File: src/rtl/sesr_map.svh
// Bit positions, used masks and reset values of the status and service-request block
`ifndef SESR_MAP_SVH
`define SESR_MAP_SVH

// Standard event latch bit positions
`define SESR_STD_OPC      0
`define SESR_STD_QYE      2
`define SESR_STD_DDE      3
`define SESR_STD_EXE      4
`define SESR_STD_CME      5
`define SESR_STD_PON      7
`define SESR_STD_WIDTH    8
// Bits 1 and 6 never set
`define SESR_STD_USED     8'hBD
// Power-on bit set out of reset
`define SESR_STD_RESET    8'h80

// Questionable event latch bit positions
`define SESR_QUES_VOLT    0
`define SESR_QUES_CURR    1
`define SESR_QUES_OHMS    9
`define SESR_QUES_LIMLO   11
`define SESR_QUES_LIMHI   12
`define SESR_QUES_REMOTE  13
`define SESR_QUES_WIDTH   16
// Bits 2-8, 10, 14, 15 never set
`define SESR_QUES_USED    16'h3A03
`define SESR_QUES_RESET   16'h0000

// Status summary byte bit positions
`define SESR_SUM_QUES     3
`define SESR_SUM_MAV      4
`define SESR_SUM_ESB      5
`define SESR_SUM_RQS      6
`define SESR_SUM_WIDTH    8
// Service request mask bits that feed the master summary: 1-5 and 7
`define SESR_SVC_FEED     8'hBE

// Mask reset values
`define SESR_SVC_RESET    8'h00
`define SESR_SEM_RESET    8'h00
`define SESR_QEN_RESET    16'h0000

`endif

File: src/rtl/sesr_pkg.sv
// Types and shared functions of the status and service-request block
package sesr_pkg;

  // Decoded status command from the message parser
  typedef enum logic [3:0] {
    SESR_CMD_NONE,
    SESR_CMD_SUM_Q,
    SESR_CMD_SVC_W,
    SESR_CMD_SVC_Q,
    SESR_CMD_STD_Q,
    SESR_CMD_SEM_W,
    SESR_CMD_SEM_Q,
    SESR_CMD_QEV_Q,
    SESR_CMD_QEN_W,
    SESR_CMD_QEN_Q,
    SESR_CMD_CLS
  } sesr_cmd_t;

  // Master summary: any status bit in feed whose service mask bit is set
  function automatic logic sesr_master_summary(input logic [7:0] sumByte,
                                               input logic [7:0] svcMask,
                                               input logic [7:0] feed);
    sesr_master_summary = |(sumByte & svcMask & feed);
  endfunction

endpackage

File: src/rtl/sesr_event_latch.sv
// Sticky event latch with enable mask and summary bit
`timescale 1ns/10ps
module sesr_event_latch #(
  parameter int              WIDTH = 8,
  parameter logic [WIDTH-1:0] USED = '1,
  parameter logic [WIDTH-1:0] RSTV = '0
) (
  input  wire logic             clock,
  input  wire logic             rst_n,
  input  wire logic [WIDTH-1:0] setBits,
  input  wire logic             readClr,
  input  wire logic             clsClr,
  input  wire logic [WIDTH-1:0] enMask,
  output logic      [WIDTH-1:0] latch_q,
  output logic                  summary_q
);

  logic [WIDTH-1:0] setUsed;
  logic [WIDTH-1:0] rise;
  logic             anyClr;
  logic [WIDTH-1:0] latch_d;
  logic             summary_d;

  // Unused positions can never latch
  assign setUsed = setBits & USED;
  assign rise    = setUsed & ~latch_q;
  assign anyClr  = readClr | clsClr;

  // Clear drops old bits, but events of the same cycle survive
  assign latch_d = anyClr ? setUsed : (latch_q | setUsed);

  // Summary only on an enabled 0-to-1 edge; set beats clear
  assign summary_d = (|(rise & enMask)) ? 1'b1 :
                     (anyClr ? 1'b0 : summary_q);

  // Latch and summary registers
  always_ff @(posedge clock or negedge rst_n) begin
    if (!rst_n) begin
      latch_q   <= RSTV;
      summary_q <= 1'b0;
    end else begin
      latch_q   <= latch_d;
      summary_q <= summary_d;
    end
  end

endmodule

File: src/rtl/sesr_status_core.sv
// Status byte, event registers and service request of the remote interface
`timescale 1ns/10ps
`include "sesr_map.svh"

////////////////////////////////////////////////////////////////////////////////
module sesr_status_core (
  input  wire logic                clock,
  input  wire logic                rst_n,
  // Decoded command port from the message parser
  input  wire logic                cmdValid,
  input  wire sesr_pkg::sesr_cmd_t cmdCode,
  input  wire logic [15:0]         cmdData,
  output logic                     rspValid_q,
  output logic [15:0]              rspData_q,
  // Serial poll from the bus interface
  input  wire logic                pollReq,
  output logic                     pollValid_q,
  output logic [7:0]               pollByte_q,
  // Service request line, open drain
  output logic                     srqOut_q,
  output logic                     srqOeN_q,
  // Output buffer events
  input  wire logic                msgLoaded,
  input  wire logic                termSent,
  // Standard event sources, one-cycle pulses
  input  wire logic                opcDone,
  input  wire logic                queryError,
  input  wire logic                deviceError,
  input  wire logic                execError,
  input  wire logic                commandError,
  // Questionable measurement conditions
  input  wire logic                voltOverload,
  input  wire logic                currOverload,
  input  wire logic                ohmsOverload,
  input  wire logic                limitLow,
  input  wire logic                limitHigh,
  input  wire logic                remoteMode
);

  ////////////////////////////////////////////////////////////////////////////
  // Declarations

  logic [7:0]  svcMask_q;
  logic [7:0]  stdMask_q;
  logic [15:0] quesMask_q;
  logic        mav_q;
  logic        rqs_q;
  logic        mssPrev_q;

  logic [7:0]  stdLatch;
  logic [15:0] quesLatch;
  logic        esbSum;
  logic        quesSum;

  logic        isCmd;
  logic        cmdCls;
  logic        cmdStdRd;
  logic        cmdQevRd;
  logic        cmdSvcWr;
  logic        cmdSemWr;
  logic        cmdQenWr;
  logic        cmdQuery;

  logic [7:0]  stdSet;
  logic [15:0] quesSet;
  logic [7:0]  sumBase;
  logic        mss;
  logic [7:0]  sumQuery;
  logic [7:0]  sumPoll;
  logic        mav_d;
  logic        rqs_d;
  logic [15:0] rspSel;

  ////////////////////////////////////////////////////////////////////////////
  // Command decode

  // Only one command per cycle, so plain compares suffice
  assign isCmd    = cmdValid;
  assign cmdCls   = isCmd && (cmdCode == sesr_pkg::SESR_CMD_CLS);
  // Reading an event latch also empties it, like clear-status
  assign cmdStdRd = isCmd && (cmdCode == sesr_pkg::SESR_CMD_STD_Q);
  assign cmdQevRd = isCmd && (cmdCode == sesr_pkg::SESR_CMD_QEV_Q);
  assign cmdSvcWr = isCmd && (cmdCode == sesr_pkg::SESR_CMD_SVC_W);
  assign cmdSemWr = isCmd && (cmdCode == sesr_pkg::SESR_CMD_SEM_W);
  assign cmdQenWr = isCmd && (cmdCode == sesr_pkg::SESR_CMD_QEN_W);

  // Queries answer next cycle; writes and clear-status give no answer
  assign cmdQuery = isCmd && ((cmdCode == sesr_pkg::SESR_CMD_SUM_Q) ||
                              (cmdCode == sesr_pkg::SESR_CMD_SVC_Q) ||
                              (cmdCode == sesr_pkg::SESR_CMD_STD_Q) ||
                              (cmdCode == sesr_pkg::SESR_CMD_SEM_Q) ||
                              (cmdCode == sesr_pkg::SESR_CMD_QEV_Q) ||
                              (cmdCode == sesr_pkg::SESR_CMD_QEN_Q));

  ////////////////////////////////////////////////////////////////////////////
  // Standard event sources mapped to bit positions

  // Sources are pulses; a source held high re-latches after every clear
  always_comb begin
    stdSet                   = 8'h00;
    stdSet[`SESR_STD_OPC]    = opcDone;
    stdSet[`SESR_STD_QYE]    = queryError;
    stdSet[`SESR_STD_DDE]    = deviceError;
    stdSet[`SESR_STD_EXE]    = execError;
    stdSet[`SESR_STD_CME]    = commandError;
  end

  // Power-on bit comes from the latch reset value, not from a port
  sesr_event_latch #(
    .WIDTH (`SESR_STD_WIDTH),
    .USED  (`SESR_STD_USED),
    .RSTV  (`SESR_STD_RESET)
  ) uStdEvent (
    .clock     (clock),
    .rst_n     (rst_n),
    .setBits   (stdSet),
    .readClr   (cmdStdRd),
    .clsClr    (cmdCls),
    .enMask    (stdMask_q),
    .latch_q   (stdLatch),
    .summary_q (esbSum)
  );
  // carried by the latch instance above

  ////////////////////////////////////////////////////////////////////////////
  // Questionable condition sources mapped to bit positions

  always_comb begin
    quesSet                      = 16'h0000;
    quesSet[`SESR_QUES_VOLT]     = voltOverload;
    quesSet[`SESR_QUES_CURR]     = currOverload;
    quesSet[`SESR_QUES_OHMS]     = ohmsOverload;
    quesSet[`SESR_QUES_LIMLO]    = limitLow;
    quesSet[`SESR_QUES_LIMHI]    = limitHigh;
    quesSet[`SESR_QUES_REMOTE]   = remoteMode;
  end

  // Level inputs re-latch right after a clear while they stay high
  sesr_event_latch #(
    .WIDTH (`SESR_QUES_WIDTH),
    .USED  (`SESR_QUES_USED),
    .RSTV  (`SESR_QUES_RESET)
  ) uQuesEvent (
    .clock     (clock),
    .rst_n     (rst_n),
    .setBits   (quesSet),
    .readClr   (cmdQevRd),
    .clsClr    (cmdCls),
    .enMask    (quesMask_q),
    .latch_q   (quesLatch),
    .summary_q (quesSum)
  );
  // carried by the latch instance above

  ////////////////////////////////////////////////////////////////////////////
  // Status byte assembly

  // Bits 0-2 and 7 unused and read as zero; bit 6 filled per reader
  always_comb begin
    sumBase                  = 8'h00;
    sumBase[`SESR_SUM_QUES]  = quesSum;
    sumBase[`SESR_SUM_MAV]   = mav_q;
    sumBase[`SESR_SUM_ESB]   = esbSum;
  end

  // Master summary from bits 1-5 and 7 under the service mask
  // Mask bit 6 is stored for read-back but can never feed the summary,
  // which keeps request-service from feeding back on itself
  assign mss = sesr_pkg::sesr_master_summary(sumBase, svcMask_q,
                                             `SESR_SVC_FEED);

  // Query sees master summary, poll sees request-service
  always_comb begin
    sumQuery                 = sumBase;
    sumQuery[`SESR_SUM_RQS]  = mss;
    sumPoll                  = sumBase;
    sumPoll[`SESR_SUM_RQS]   = rqs_q;
  end

  ////////////////////////////////////////////////////////////////////////////
  // Message available and request service next values

  // Load beats terminator when both land together
  assign mav_d = msgLoaded ? 1'b1 : (termSent ? 1'b0 : mav_q);

  // A new rise of the master summary beats a poll's clear
  assign rqs_d = (mss && !mssPrev_q) ? 1'b1 :
                 (pollReq ? 1'b0 : rqs_q);

  ////////////////////////////////////////////////////////////////////////////
  // Query answer selection

  // Chosen in the command cycle, so a read returns bits before its clear
  always_comb begin
    rspSel = 16'h0000;
    unique case (cmdCode)
      sesr_pkg::SESR_CMD_SUM_Q: rspSel = {8'h00, sumQuery};
      sesr_pkg::SESR_CMD_SVC_Q: rspSel = {8'h00, svcMask_q};
      sesr_pkg::SESR_CMD_STD_Q: rspSel = {8'h00, stdLatch};
      sesr_pkg::SESR_CMD_SEM_Q: rspSel = {8'h00, stdMask_q};
      sesr_pkg::SESR_CMD_QEV_Q: rspSel = quesLatch;
      sesr_pkg::SESR_CMD_QEN_Q: rspSel = quesMask_q;
      default:                  rspSel = 16'h0000;
    endcase
  end

  ////////////////////////////////////////////////////////////////////////////
  // Mask registers, writable only through their commands

  always_ff @(posedge clock or negedge rst_n) begin
    if (!rst_n) begin
      svcMask_q  <= `SESR_SVC_RESET;
      stdMask_q  <= `SESR_SEM_RESET;
      quesMask_q <= `SESR_QEN_RESET;
    end else begin
      // Byte-wide masks ignore the upper byte of the write data
      if (cmdSvcWr) svcMask_q  <= cmdData[7:0];
      if (cmdSemWr) stdMask_q  <= cmdData[7:0];
      if (cmdQenWr) quesMask_q <= cmdData;
    end
  end

  ////////////////////////////////////////////////////////////////////////////
  // Status state: message available, request service, summary edge

  always_ff @(posedge clock or negedge rst_n) begin
    if (!rst_n) begin
      mav_q     <= 1'b0;
      rqs_q     <= 1'b0;
      mssPrev_q <= 1'b0;
    end else begin
      mav_q     <= mav_d;
      rqs_q     <= rqs_d;
      mssPrev_q <= mss;
    end
  end

  ////////////////////////////////////////////////////////////////////////////
  // Query answer register

  // Answer holds one cycle; the parser must take it then
  always_ff @(posedge clock or negedge rst_n) begin
    if (!rst_n) begin
      rspValid_q <= 1'b0;
      rspData_q  <= 16'h0000;
    end else begin
      rspValid_q <= cmdQuery;
      if (cmdQuery) rspData_q <= rspSel;
    end
  end

  ////////////////////////////////////////////////////////////////////////////
  // Serial poll answer register

  // Byte reflects state in the poll cycle, before the clear
  always_ff @(posedge clock or negedge rst_n) begin
    if (!rst_n) begin
      pollValid_q <= 1'b0;
      pollByte_q  <= 8'h00;
    end else begin
      pollValid_q <= pollReq;
      if (pollReq) pollByte_q <= sumPoll;
    end
  end

  ////////////////////////////////////////////////////////////////////////////
  // Service request line, pulled low while request-service is set

  // Registered from the next value so the line tracks rqs_q exactly
  always_ff @(posedge clock or negedge rst_n) begin
    if (!rst_n) begin
      srqOut_q <= 1'b0;
      srqOeN_q <= 1'b1;
    end else begin
      srqOut_q <= 1'b0;
      srqOeN_q <= ~rqs_d;
    end
  end

endmodule

File: config.mk
export PLATFORM = sky130hd
export DESIGN_NAME = sesr_status_core
export DESIGN_NICKNAME = d
export VERILOG_FILES = /design/src/rtl/sesr_pkg.sv /design/src/rtl/sesr_event_latch.sv /design/src/rtl/sesr_status_core.sv
export VERILOG_INCLUDE_DIRS = /design/src /design/src/rtl
export SDC_FILE = /design/constraint.sdc
export NUM_CORES = 1
export LEC_CHECK = 0
export BUFFER_PORTS_ARGS = -buffer_cell sky130_fd_sc_hd__buf_2
export CAP_MARGIN = 40
export CORE_AREA = 2 2 83 85
export CTS_BUF_LIST = sky130_fd_sc_hd__clkbuf_16
export CTS_CLUSTER_DIAMETER = 60
export DETAILED_ROUTE_END_ITERATION = 8
export DIE_AREA = 0 0 85 87
export PLACE_DENSITY = 0.78
export RECOVER_POWER = 25
export SYNTH_ARGS = -nofsm -noshare
export SYNTH_HDL_FRONTEND = slang
export SYNTH_HIERARCHICAL = 1
export SYNTH_SLANG_ARGS = --single-unit
File: constraint.sdc
create_clock -name clock -period 1.4 [get_ports clock]
set_input_delay 0.07 -clock clock [delete_from_list [all_inputs] [get_ports clock]]
set_output_delay 0.07 -clock clock [all_outputs]
set_load 0.005 [all_outputs]
Yosys cells after proc, flatten, opt, wreduce, memory -nomap -nowiden
Index checks and enable logic that the tools add are counted.
{"block": "totals", "ff_bits": 84, "out_inout_bits": 28, "wordCells": 68}
{"block": "classes", "eq_ne": 10, "mux": 11, "n_bitwise": 12, "reduce_logical": 20}
{"op": "$pmux W16 S6", "n": 1}
{"op": "$and A14 B16 Y16", "n": 1}
{"op": "$and A16 B16 Y16", "n": 1}
{"op": "$and A6 B8 Y8", "n": 2}
{"op": "$eq A4 B3 Y1 const B", "n": 4}
{"op": "$mux W16", "n": 1}
{"op": "$not A16 Y16", "n": 1}
{"op": "$or A16 B14 Y16", "n": 1}
{"op": "$reduce_or A16 Y1", "n": 1}
{"op": "$eq A4 B4 Y1 const B", "n": 3}
{"op": "$and A8 B8 Y8", "n": 1}
{"op": "$eq A4 B2 Y1 const B", "n": 2}
{"op": "$logic_and A1 B1 Y1", "n": 8}
{"op": "$mux W1", "n": 8}
{"op": "$mux W8", "n": 1}
{"op": "$not A8 Y8", "n": 1}
{"op": "$or A8 B6 Y8", "n": 1}
{"op": "$reduce_or A8 Y1", "n": 1}
{"op": "$reduce_bool A2 Y1", "n": 3}
{"op": "$reduce_or A6 Y1", "n": 1}
{"op": "$logic_or A1 B1 Y1", "n": 5}
{"op": "$eq A4 B1 Y1 const B", "n": 1}
{"op": "$or A1 B1 Y1", "n": 2}
{"op": "$logic_not A1 Y1", "n": 1}
{"op": "$not A1 Y1", "n": 1}

Depth between registers and ports, before layout
Gate-level depths: netlist of run 1.
{"block": "logic_depth", "word_depth": 7, "ltp_mapped": 9, "mapped_depth_nobuf": 6}

Modules after synthesis
Netlist of run 1, hierarchy kept.
{"mod": "sesr_status_core", "n_inst": 1, "cells_each": 234, "area_each_um2": 2797.7, "seq_area_each_um2": 1452.6}
{"mod": "sesr_event_latch at uQuesEvent", "n_inst": 1, "cells_each": 35, "area_each_um2": 364.1, "seq_area_each_um2": 175.2}
{"mod": "sesr_event_latch at uStdEvent", "n_inst": 1, "cells_each": 28, "area_each_um2": 311.5, "seq_area_each_um2": 176.4}

Least setup slack after synthesis of run 1
Ideal clock, no wire load.
{"block": "synth_timing", "path_kind": "input to register", "start": "in cmdCode[3]", "end": "reg uQuesEvent.summary_q", "setup_ns": 0.131, "arrival_time_ns": 1.615, "t_required_ns": 1.269, "path_slack_ns": -0.346, "stages": 9, "cell_sequence": "buf_4 -> nor2b_1 -> clkbuf_1 -> and3_1 -> buf_2 -> and2_1 -> nor2_1 -> a32o_1 -> or3_1"}
{"block": "synth_via", "elab_chain_len": 4}
{"element": "start: declaration", "line_no": "sesr_status_core.sv:11", "text": "input wire sesr_pkg::sesr_cmd_t cmdCode,"}
{"element": "$eq A4 B3 Y1", "line_no": "sesr_status_core.sv:82", "text": "assign cmdQevRd = isCmd && (cmdCode == sesr_pkg::SESR_CMD_QEV_Q);"}
{"element": "$logic_and A1 B1 Y1", "line_no": "sesr_status_core.sv:82"}
{"element": "named net cmdQevRd", "line_no": "sesr_status_core.sv:58", "text": "logic cmdQevRd;"}
{"element": "$or A1 B1 Y1", "line_no": "sesr_event_latch.sv:27", "text": "assign anyClr = readClr | clsClr;"}
{"element": "$reduce_bool A2 Y1 (no source line)"}
{"element": "end signal: assignment", "line_no": "sesr_event_latch.sv:43", "text": "summary_q <= summary_d;"}
{"element": "end: declaration", "line_no": "sesr_event_latch.sv:15", "text": "output logic summary_q"}
The timed path passes the listed nets, and every way through them passes these cells.
A chain may end at the register's enable or synchronous reset.

Worst setup path in the final report of run 1
{"block": "layout_timing", "start": "reg svcMask_q[3]", "end": "reg rspData_q[6]"}
{"block": "layout_via", "elab_chain_len": 3}
{"element": "start: declaration", "line_no": "sesr_status_core.sv:43", "text": "logic [7:0] svcMask_q;"}
{"element": "start signal: assignment", "line_no": "sesr_status_core.sv:212", "text": "svcMask_q <= `SESR_SVC_RESET;"}
{"element": "start signal: assignment", "line_no": "sesr_status_core.sv:217", "text": "if (cmdSvcWr) svcMask_q <= cmdData[7:0];"}
{"element": "$and A6 B8 Y8", "line_no": "sesr_pkg.sv:23", "text": "sesr_master_summary = |(sumByte & svcMask & feed);"}
{"element": "$reduce_or A6 Y1", "line_no": "sesr_pkg.sv:23"}
{"element": "$pmux W16 S6", "line_no": "sesr_status_core.sv:196", "text": "unique case (cmdCode)"}
{"element": "end signal: assignment", "line_no": "sesr_status_core.sv:248", "text": "if (cmdQuery) rspData_q <= rspSel;"}
{"element": "end: declaration", "line_no": "sesr_status_core.sv:14", "text": "output logic [15:0] rspData_q,"}
Every way passes these cells.

==> metrics, run 1 <==
clock slew at reported path FFs 50 ps; TritonCTS clock tree yes; GP Congestion 0.832; post-synthesis sequential area ratio 0.519; vias in the first global route 2,537; TritonCTS Sinks 72; height of the die 87 um; Avg Cell Area, Syn 11.7 um^2; Endpoint, Worst Hold svcMask_q[0]$_DFFE_PN0P_; Slew Viols, Final 0; CP Class flip-flop to flip-flop; Final Hold Vio Count 0; hold slack 9.03 ps; Yosys reg bits 72; max_slew headroom 0.363; GRT Residual Overflow 0; final core utilization 0.675; synth warn 6; DP Worst Slack -59.1 ps; period utilization 0.934; reg2reg start svcMask_q[3]$_DFFE_PN0P_; vias per cell 5.28; Layout area overhead 27.7%; antenna cells 0; post-cts resize count 0; Hold Crit Class primary input to flip-flop; WL/cell 15.4 um; fill cell count 493; status completed; max-cap viol count 0; clk buf depth 2; Synth top cells by count dfrtp_1, mux2_2, nand2_1, buf_4, o21ai_0; Synth Flop Type dfrtp_1; leakage 2.11 nW; largest net degree at the start of global routing 73; Core ar. 6570 um^2; final setup vio count 0; Synth async-reset ratio 1.00; layout cells sized above 1 0.390; EDFF count, synth 0; Root Buffer clkbuf_16; RSZ-0062 raised after global routing false; Critical Path RT 1610 ps; CP Capture Type flip-flop; I/O Buffers 59; FP Rows 30; f_max 765 MHz; cell with the most instances after synthesis dfrtp_1; R2R setup slack 90 ps; clock latency on the worst-skew pair 330 ps; initial drt markers 133; Worst R2R End rspData_q[6]$_DFFE_PN0P_; Critical Path Fanout Max 3; Final Routed Wirelength 7.49 mm; Hold Path Stages 2; CP Launch Type flip-flop; pwr dens 1320 nW/um^2; Mapped Area 3470 um^2; final setup margin 92.4 ps; die footprint 7400 um^2; hpwl dp 5.32 mm; final net count 437; vias 2,562; drt drc 0; first-pass GRT wire length 12.5 mm; first-pass detailed-route iteration total 6; leading post-synthesis cells by cell area dfrtp_1, mux2_2, mux2_4; Cells after Synth 297; total power 5.85 mW; H-tree Lvls 3; crit path from svcMask_q[3]$_DFFE_PN0P_; area share of the largest cell type after synthesis 0.504; Max VDD drop 0.000749 V; Worst Tran Pin Value 955 ps; I/O Pins 65; min-delay src cmdData[0]; TritonCTS Buffers 9; Max Clock Skew 3.16 ps; Yosys top cell by area dfrtp_1; worst r2r path cells 4; Critical Path AT 1510 ps; chip width 85 um; total track usage 0.219; synth unique cells 43; fin crit period 1310 ps; DRT antenna net count 0; Initial Util 0.529; initial antenna violation count 0
[critical path: stages (launching register included)]
cell	delay (ps)
dfrtp_1	390
a222oi_1	430
nor3_1	90
nor4_1	190
o31ai_1	90
[cell usage in the layout, fill, tap and decap left out, types with 3 or more instances in the layout]
master	count
a21o_1	7
a21o_2	6
a21oi_1	8
a221oi_1	3
a22o_1	4
a22oi_1	8
buf_2	58
buf_4	26
clkbuf_16	9
conb_1	19
dfrtp_1	70
dlygate4sd3_1	22
inv_1	9
mux2_2	32
mux2_4	10
mux2i_1	9
nand2_1	26
nand2b_1	5
nand3b_1	12
nor2_1	4
nor3_1	6
o21ai_0	16
o22ai_1	3
[report_power, final]
group / leakage, nW / internal [mW] / switching, mW
Combinational: 1.12 / 0.673 / 0.468
Sequential: 0.860 / 2.50 / 0.242
Clock: 0.136 / 1.16 / 0.801
[final cells by class]
class	instances	area, um^2	share of cell area
clock buffers	9	225	0.0508
clock inverters	7	32.5	0.00733
inverters	7	26.3	0.00592
multi-input cells	200	1490	0.336
flip-flops and latches	72	1800	0.407
well taps	80	100	0.0226
repair buffers	110	757	0.171
[kinds of logic after synthesis]
| logic type | synth area share |
|---|---|
| buffers and inverters | 0.0749 |
| muxes | 0.173 |
| DFF | 0.519 |
| other | 0.00324 |
| and+or+nand+nor | 0.107 |
| AOI/OAI and AO/OA | 0.122 |
[flip-flops by register name, summed over array words and instances, names as in the netlist, 4 cells and up]
signal and count:
quesMask_q 16, rspData_q 16, stdMask_q 8, svcMask_q 8
uQuesEvent/latch_q 6, uStdEvent/latch_q 6, pollByte_q 4
[how the worst max path moves through the flow]
stage | cells past startpoint | slack [ps] | to
detailed placement | 7 | -60 | uStdEvent/summary_q$_DFFE_PN0P_
CTS | 4 | 70 | rspData_q[6]$_DFFE_PN0P_
global route | 4 | 2 | rspData_q[6]$_DFFE_PN0P_
finish | 4 | 90 | rspData_q[6]$_DFFE_PN0P_
global placement | 7 | -2 | uStdEvent/summary_q$_DFFE_PN0P_
floorplan | 9 | -120 | uQuesEvent/summary_q$_DFFE_PN0P_
[timing repair]
| item | in CTS | in global routing |
|---|---|---|
| hold buffers | 22 | 0 |
| buffers inserted | 0 | 0 |
| hold endpoints to repair | 91 | 0 |
| endpoints found under the setup margin | 0 | 1 |
[stage by stage]
stage	cell area (um^2)	TNS, ps	std cells
floorplan	3580	-372	313
global placement	3970	-2.26	447
detailed placement	3970	-129	447
CTS	4450	0	485
global route	4440	0	485
finish	4440	0	485
[routing by layer]
layer | track usage | vias up | wire length (um)
met5 | 0 | - | 0
met2 | 0.339 | 74 | 3510
met3 | 0.0645 | 15 | 350
met4 | 0.0808 | 0 | 172
li1 | - | 1230 | -
met1 | 0.295 | 1243 | 3460
Power figures use the tool's default switching activity.
==> run 2, diff against run 1 <==
PLACE_DENSITY = 0.83   (was 0.78)
==> run 2 against run 1 <==
  * Global-route usage grew 1.3 points
  * Non-clock buffer count grew 4
  * Clock power grew 9.6%
  * Via count grew 2.7%
  * Clock-buffer cell count is the same
  * Worst hold slack lost 6.3 ps
  * Register-to-register slack lost 60 ps
  * First-iteration DRC count grew 17%
  * Flip-flop and latch count is the same
  * Cell area grew 1.5%
  * Sequential power is essentially flat
  * Critical endpoint unchanged
  * Largest cell class unchanged
==> metrics, run 2 (synthesis results as in run 1) <==
CP Launch Type flip-flop; CP Class flip-flop to flip-flop; hpwl dp 5.57 mm (+4.8%); Hold Crit Class primary input to flip-flop; GP Congestion 0.867 (+4.1%); total track usage 0.232 (+0.0125); die footprint 7400 um^2 (unchanged); initial antenna violation count 0 (unchanged); commonest cells after routing, fill and taps aside dfrtp_1, buf_2, mux2_2; f_max 730 MHz (-4.6%); Final Routed Wirelength 8.06 mm (+7.5%); top sig layer met4; pwr dens 1350 nW/um^2 (+2.6%); max-cap viol count 0 (unchanged); Critical Path Fanout Max 3 (unchanged); Initial Util 0.529 (unchanged); first-pass GRT wire length 13.1 mm (+4.9%); met2 WL post-DR 3.90 mm (+11%); largest net degree at the start of global routing 31 (-58%); height of the die 87 um (unchanged); FP Rows 30 (unchanged); final core utilization 0.686 (+0.0101); WL/cell 16.5 um (+6.9%); vias per cell 5.39 (+2.0%); H-tree Lvls 3 (unchanged); fin crit period 1370 ps (+62.7 ps); Root Buffer clkbuf_16; chip width 85 um (unchanged); biggest regs quesMask_q x16, rspData_q x16; Slew Viols, Final 0 (unchanged); layout cells sized above 1 0.392 (+0.00203); vias in the first global route 2,718 (+7.1%); antenna cells 0 (unchanged); Critical Path Max Stage Delay 470 ps (+40 ps); clock latency on the worst-skew pair 330 ps (about the same); max_slew headroom 0.386 (+0.0226); first-pass detailed-route iteration total 5 (-1); commonest non-fill, non-tap cell in the layout dfrtp_1; TritonCTS Sinks 72 (unchanged); I/O Pins 65 (unchanged); TritonCTS Buffers 9 (unchanged); final setup vio count 0 (unchanged); I/O Buffers 59 (unchanged); Critical Path RT 1610 ps (about the same); Setup TNS 0 ps (unchanged); DRT antenna net count 0 (unchanged); vias 2,630 (+2.7%); Max VDD drop 0.000942 V (+26%); GRT Residual Overflow 0 (unchanged); post-cts resize count 0 (unchanged); final setup margin 29.8 ps (-62.7 ps); hold slack 2.72 ps (-6.32 ps); period utilization 0.979 (+0.0448); Slowest-stage cell, CP a222oi_1; clock slew at reported path FFs 60 ps (about the same); DRT met1 WL 3.45 mm (-0.26%); total power 6.09 mW (+4.2%); Worst Tran Pin Value 921 ps (-33.9 ps); drt drc 0 (unchanged); Final Hold Vio Count 0 (unchanged); initial drt markers 155 (+17%); CP Capture Type flip-flop; DP Worst Slack -71.2 ps (-12.1 ps); Critical Path AT 1580 ps (+70 ps); worst-path cell chain a222oi_1 -> nor3_1 -> nor4_1 -> o31ai_1; RSZ-0062 raised after global routing true; status completed; met3 wire length 544 um (+55%); final net count 441 (+0.92%); Layout area overhead 29.6%; Core ar. 6570 um^2 (unchanged); clk buf depth 2 (unchanged); Max Clock Skew 4.40 ps (+1.24 ps); leakage 2.14 nW (+1.3%); TritonCTS clock tree yes
==> run 2: final timing paths <==
path / startpoint / endpoint / slack [ps] / cells after the start
setup / recovery: svcMask_q[3]$_DFFE_PN0P_ / rspData_q[6]$_DFFE_PN0P_ / 30 / 4
hold / removal: cmdData[0] / quesMask_q[0]$_DFFE_PN0P_ / 3 / 2
setup reg to reg: svcMask_q[3]$_DFFE_PN0P_ / rspData_q[6]$_DFFE_PN0P_ / 30 / 4
hold reg to reg: mssPrev_q$_DFF_PN0_ / rqs_q$_DFF_PN0_ / 440 / 1
max in group asynchronous: rst_n / uStdEvent/latch_q[7]$_DFF_PN1_ / 200 / 3
min in group asynchronous: rst_n / quesMask_q[1]$_DFFE_PN0P_ / 390 / 2
==> run 2: timing repair <==
item | CTS | global route
hold buffers | 24 | 0
setup buffers | 0 | 1
endpoints found under the setup margin | 0 | 1
hold endpoints to repair | 84 | 0
==> run 2: critical path, delay by kind of cell (launching register included) <==
| family | cells | cell delay [ps] |
|---|---|---|
| flip-flops | 1 | 400 |
| AO/OA/AOI/OAI | 2 | 560 |
| AND/OR/NAND/NOR | 2 | 290 |
==> run 2: area by class of cell <==
class	count	area, um^2
fillers	481	2070
flip-flops and latches	72	1800
multi-input cells	200	1490
repair buffers	114	803
clock buffers	9	225
well taps	80	100
clock inverters	6	52.6
inverters	7	26.3
==> run 2: stage by stage <==
step | cell area (um^2) | std cells
after global placement | 3980 | 448
after floorplan | 3580 | 313
after CTS | 4500 | 487
final | 4500 | 488
after detailed placement | 3980 | 448
after global routing | 4500 | 488
==> run 2: where the power goes <==
part / switching (mW) / internal (mW) / leakage, nW
clock network: 0.812 / 1.34 / 0.144
registers: 0.246 / 2.50 / 0.860
logic: 0.492 / 0.699 / 1.14
==> run 2: per-layer routing <==
metal / up-vias / track usage
met2: 95 / 0.384
met4: 0 / 0.0938
li1: 1240 / -
met1: 1279 / 0.290
met3: 16 / 0.0635
met5: - / 0
==> run 3, diff against run 2 <==
CORE_AREA = 2 2 111 113   (was 2 2 83 85)
DIE_AREA = 0 0 113 115   (was 0 0 85 87)
PLACE_DENSITY = 0.54   (was 0.83)
==> run 3 against run 2 <==
  * The run now ends with DRC left
  * Flip-flop and latch count unchanged
  * Combinational power about the same
  * Non-clock buffer count decreased by 3
  * Register-to-register slack improved by 70 ps
  * Clock-buffer cell count unchanged
  * Utilization decreased by 30 points
  * Routed wire length increased by 5.4%
  * Cell count increased by 13%
  * Worst setup slack improved by 68 ps
  * Clock skew increased by 1.2 ps
  * Highest routed layer unchanged
==> metrics, run 3 (synthesis results as in run 1) <==
Root Buffer clkbuf_16; layout cells sized above 1 0.394 (+0.00193); I/O Buffers 59 (unchanged); TritonCTS clock tree yes; Hold Crit Class primary input to flip-flop; failing checks DRC; TritonCTS Buffers 9 (unchanged); dpl cell area 4060 um^2 (+2.0%); CP Class flip-flop to flip-flop; fin crit period 1300 ps (-68.0 ps); total track usage 0.136 (-0.0955); Final Hold Vio Count 0 (unchanged); fin cells 553 (+13%); biggest regs quesMask_q x16, rspData_q x16; height of the die 115 um (+32%); I/O Pins 65 (unchanged); Layout area overhead 31.2%; Slew Viols, Final 0 (unchanged); vias 2,522 (-4.1%); commonest cells after routing, fill and taps aside dfrtp_1, buf_2, mux2_2; final setup vio count 0 (unchanged); Critical Path Fanout Max 3 (unchanged); Slowest-stage cell, CP or4b_1; top sig layer met4; clk buf depth 2 (unchanged); die footprint 13,000 um^2 (+76%); Final Routed Wirelength 8.50 mm (+5.4%); max_slew headroom 0.569 (+0.183); antenna cells 0 (unchanged); met3 wire length 347 um (-36%); Critical Path Max Stage Delay 470 ps (about the same); fill cell count 1,189 (+150%); initial antenna violation count 0 (unchanged); vias in the first global route 2,535 (-6.7%); total power 6.12 mW (+0.41%); status complete, but fails checks; clock slew at reported path FFs 60 ps (about the same); worst-path cell chain buf_4 -> a2bb2oi_1 -> or4b_1; WP buf/inv 1 (+1); pwr dens 1340 nW/um^2 (-0.80%); f_max 768 MHz (+5.2%); commonest non-fill, non-tap cell in the layout dfrtp_1; met2 WL post-DR 4.02 mm (+3.0%); Max VDD drop 0.000537 V (-43%); CP Launch Type flip-flop; final net count 438 (-0.68%); max-cap viol count 0 (unchanged); Critical Path RT 1590 ps (-20 ps); WL/cell 15.4 um (-6.9%); leakage 2.14 nW (-0.24%); Initial Util 0.294 (-0.235); CP Capture Type flip-flop; initial drt markers 192 (+24%); first-pass GRT wire length 13.5 mm (+3.6%); clock latency on the worst-skew pair 330 ps (about the same); first-pass detailed-route iteration total 8 (+3); GP Congestion 0.793 (-8.5%); final instance area 4560 um^2 (+1.2%); drt drc 5 (+5); period utilization 0.930 (-0.0485); Critical Path AT 1490 ps (-90 ps); hpwl dp 6.19 mm (+11%); hold slack 21.5 ps (+18.7 ps); Max Clock Skew 5.61 ps (+1.20 ps); DRT met1 WL 3.98 mm (+15%); H-tree Lvls 3 (unchanged); placed cell count 513 (+15%); DRT antenna net count 0 (unchanged); Worst Tran Pin Value 647 ps (-274 ps); final core utilization 0.386 (-0.300); GRT Residual Overflow 0 (unchanged); largest net degree at the start of global routing 47 (+52%); chip width 113 um (+33%); Core ar. 11,800 um^2 (+80%); vias per cell 4.56 (-15%); Largest delay share family, worst path simple AND/OR/NAND/NOR gates; RSZ-0062 raised after global routing false; TritonCTS Sinks 72 (unchanged); FP Rows 40 (+33%)
-- run 3: cell count changes in the layout (fill, tap and decap cells not counted), sizes merged --
cell / change
buf: -3
inv: +2
clkinv: -1
clkbuf: +1
dlygate4sd3: -1
-- run 3: final timing paths --
path / from / slack, ps / cells after the start / to
worst max-delay path: uStdEvent/summary_q$_DFFE_PN0P_ / 100 / 3 / uStdEvent/summary_q$_DFFE_PN0P_
worst min-delay path: cmdData[3] / 20 / 2 / quesMask_q[3]$_DFFE_PN0P_
worst max register to register: uStdEvent/summary_q$_DFFE_PN0P_ / 100 / 3 / uStdEvent/summary_q$_DFFE_PN0P_
worst min register to register: mssPrev_q$_DFF_PN0_ / 450 / 1 / rqs_q$_DFF_PN0_
max in group asynchronous: rst_n / 540 / 3 / quesMask_q[5]$_DFFE_PN0P_
min in group asynchronous: rst_n / 410 / 3 / rspData_q[13]$_DFFE_PN0P_
-- run 3: area by class of cell --
| cell class | instances | area [um^2] | area share |
|---|---|---|---|
| Clock inverter | 7 | 56.3 | 0.0124 |
| Multi-Input combinational cell | 200 | 1500 | 0.329 |
| Clock buffer | 9 | 225 | 0.0494 |
| Sequential cell | 72 | 1800 | 0.396 |
| Tap cell | 147 | 184 | 0.0404 |
| Inverter | 7 | 26.3 | 0.00576 |
| Timing Repair Buffer | 111 | 764 | 0.168 |
-- run 3: what timing repair did --
item	in CTS	in global routing
setup buffers	0	1
endpoints found under the hold margin	92	1
resized for setup	0	1
hold buffers	22	1
setup endpoints to repair	0	2
-- run 3: power breakdown --
group	internal, mW	switching, mW
Sequential	2.50	0.240
Clock	1.35	0.834
Combinational	0.703	0.492
Total	4.55	1.57
-- run 3: metrics by stage --
stage | setup TNS [ps] | setup slack (ps)
after global placement | -1240 | -123
after detailed placement | -1510 | -102
after CTS | 0 | 55.7
after floorplan | -372 | -116
final | 0 | 97.7
after global routing | 0 | 19.2
-- run 3: metal layers --
layer  GRT usage  up-vias
met5           0        -
met4      0.0488        0
met3      0.0332       10
met2       0.221       55
met1       0.179     1228
li1            -     1229
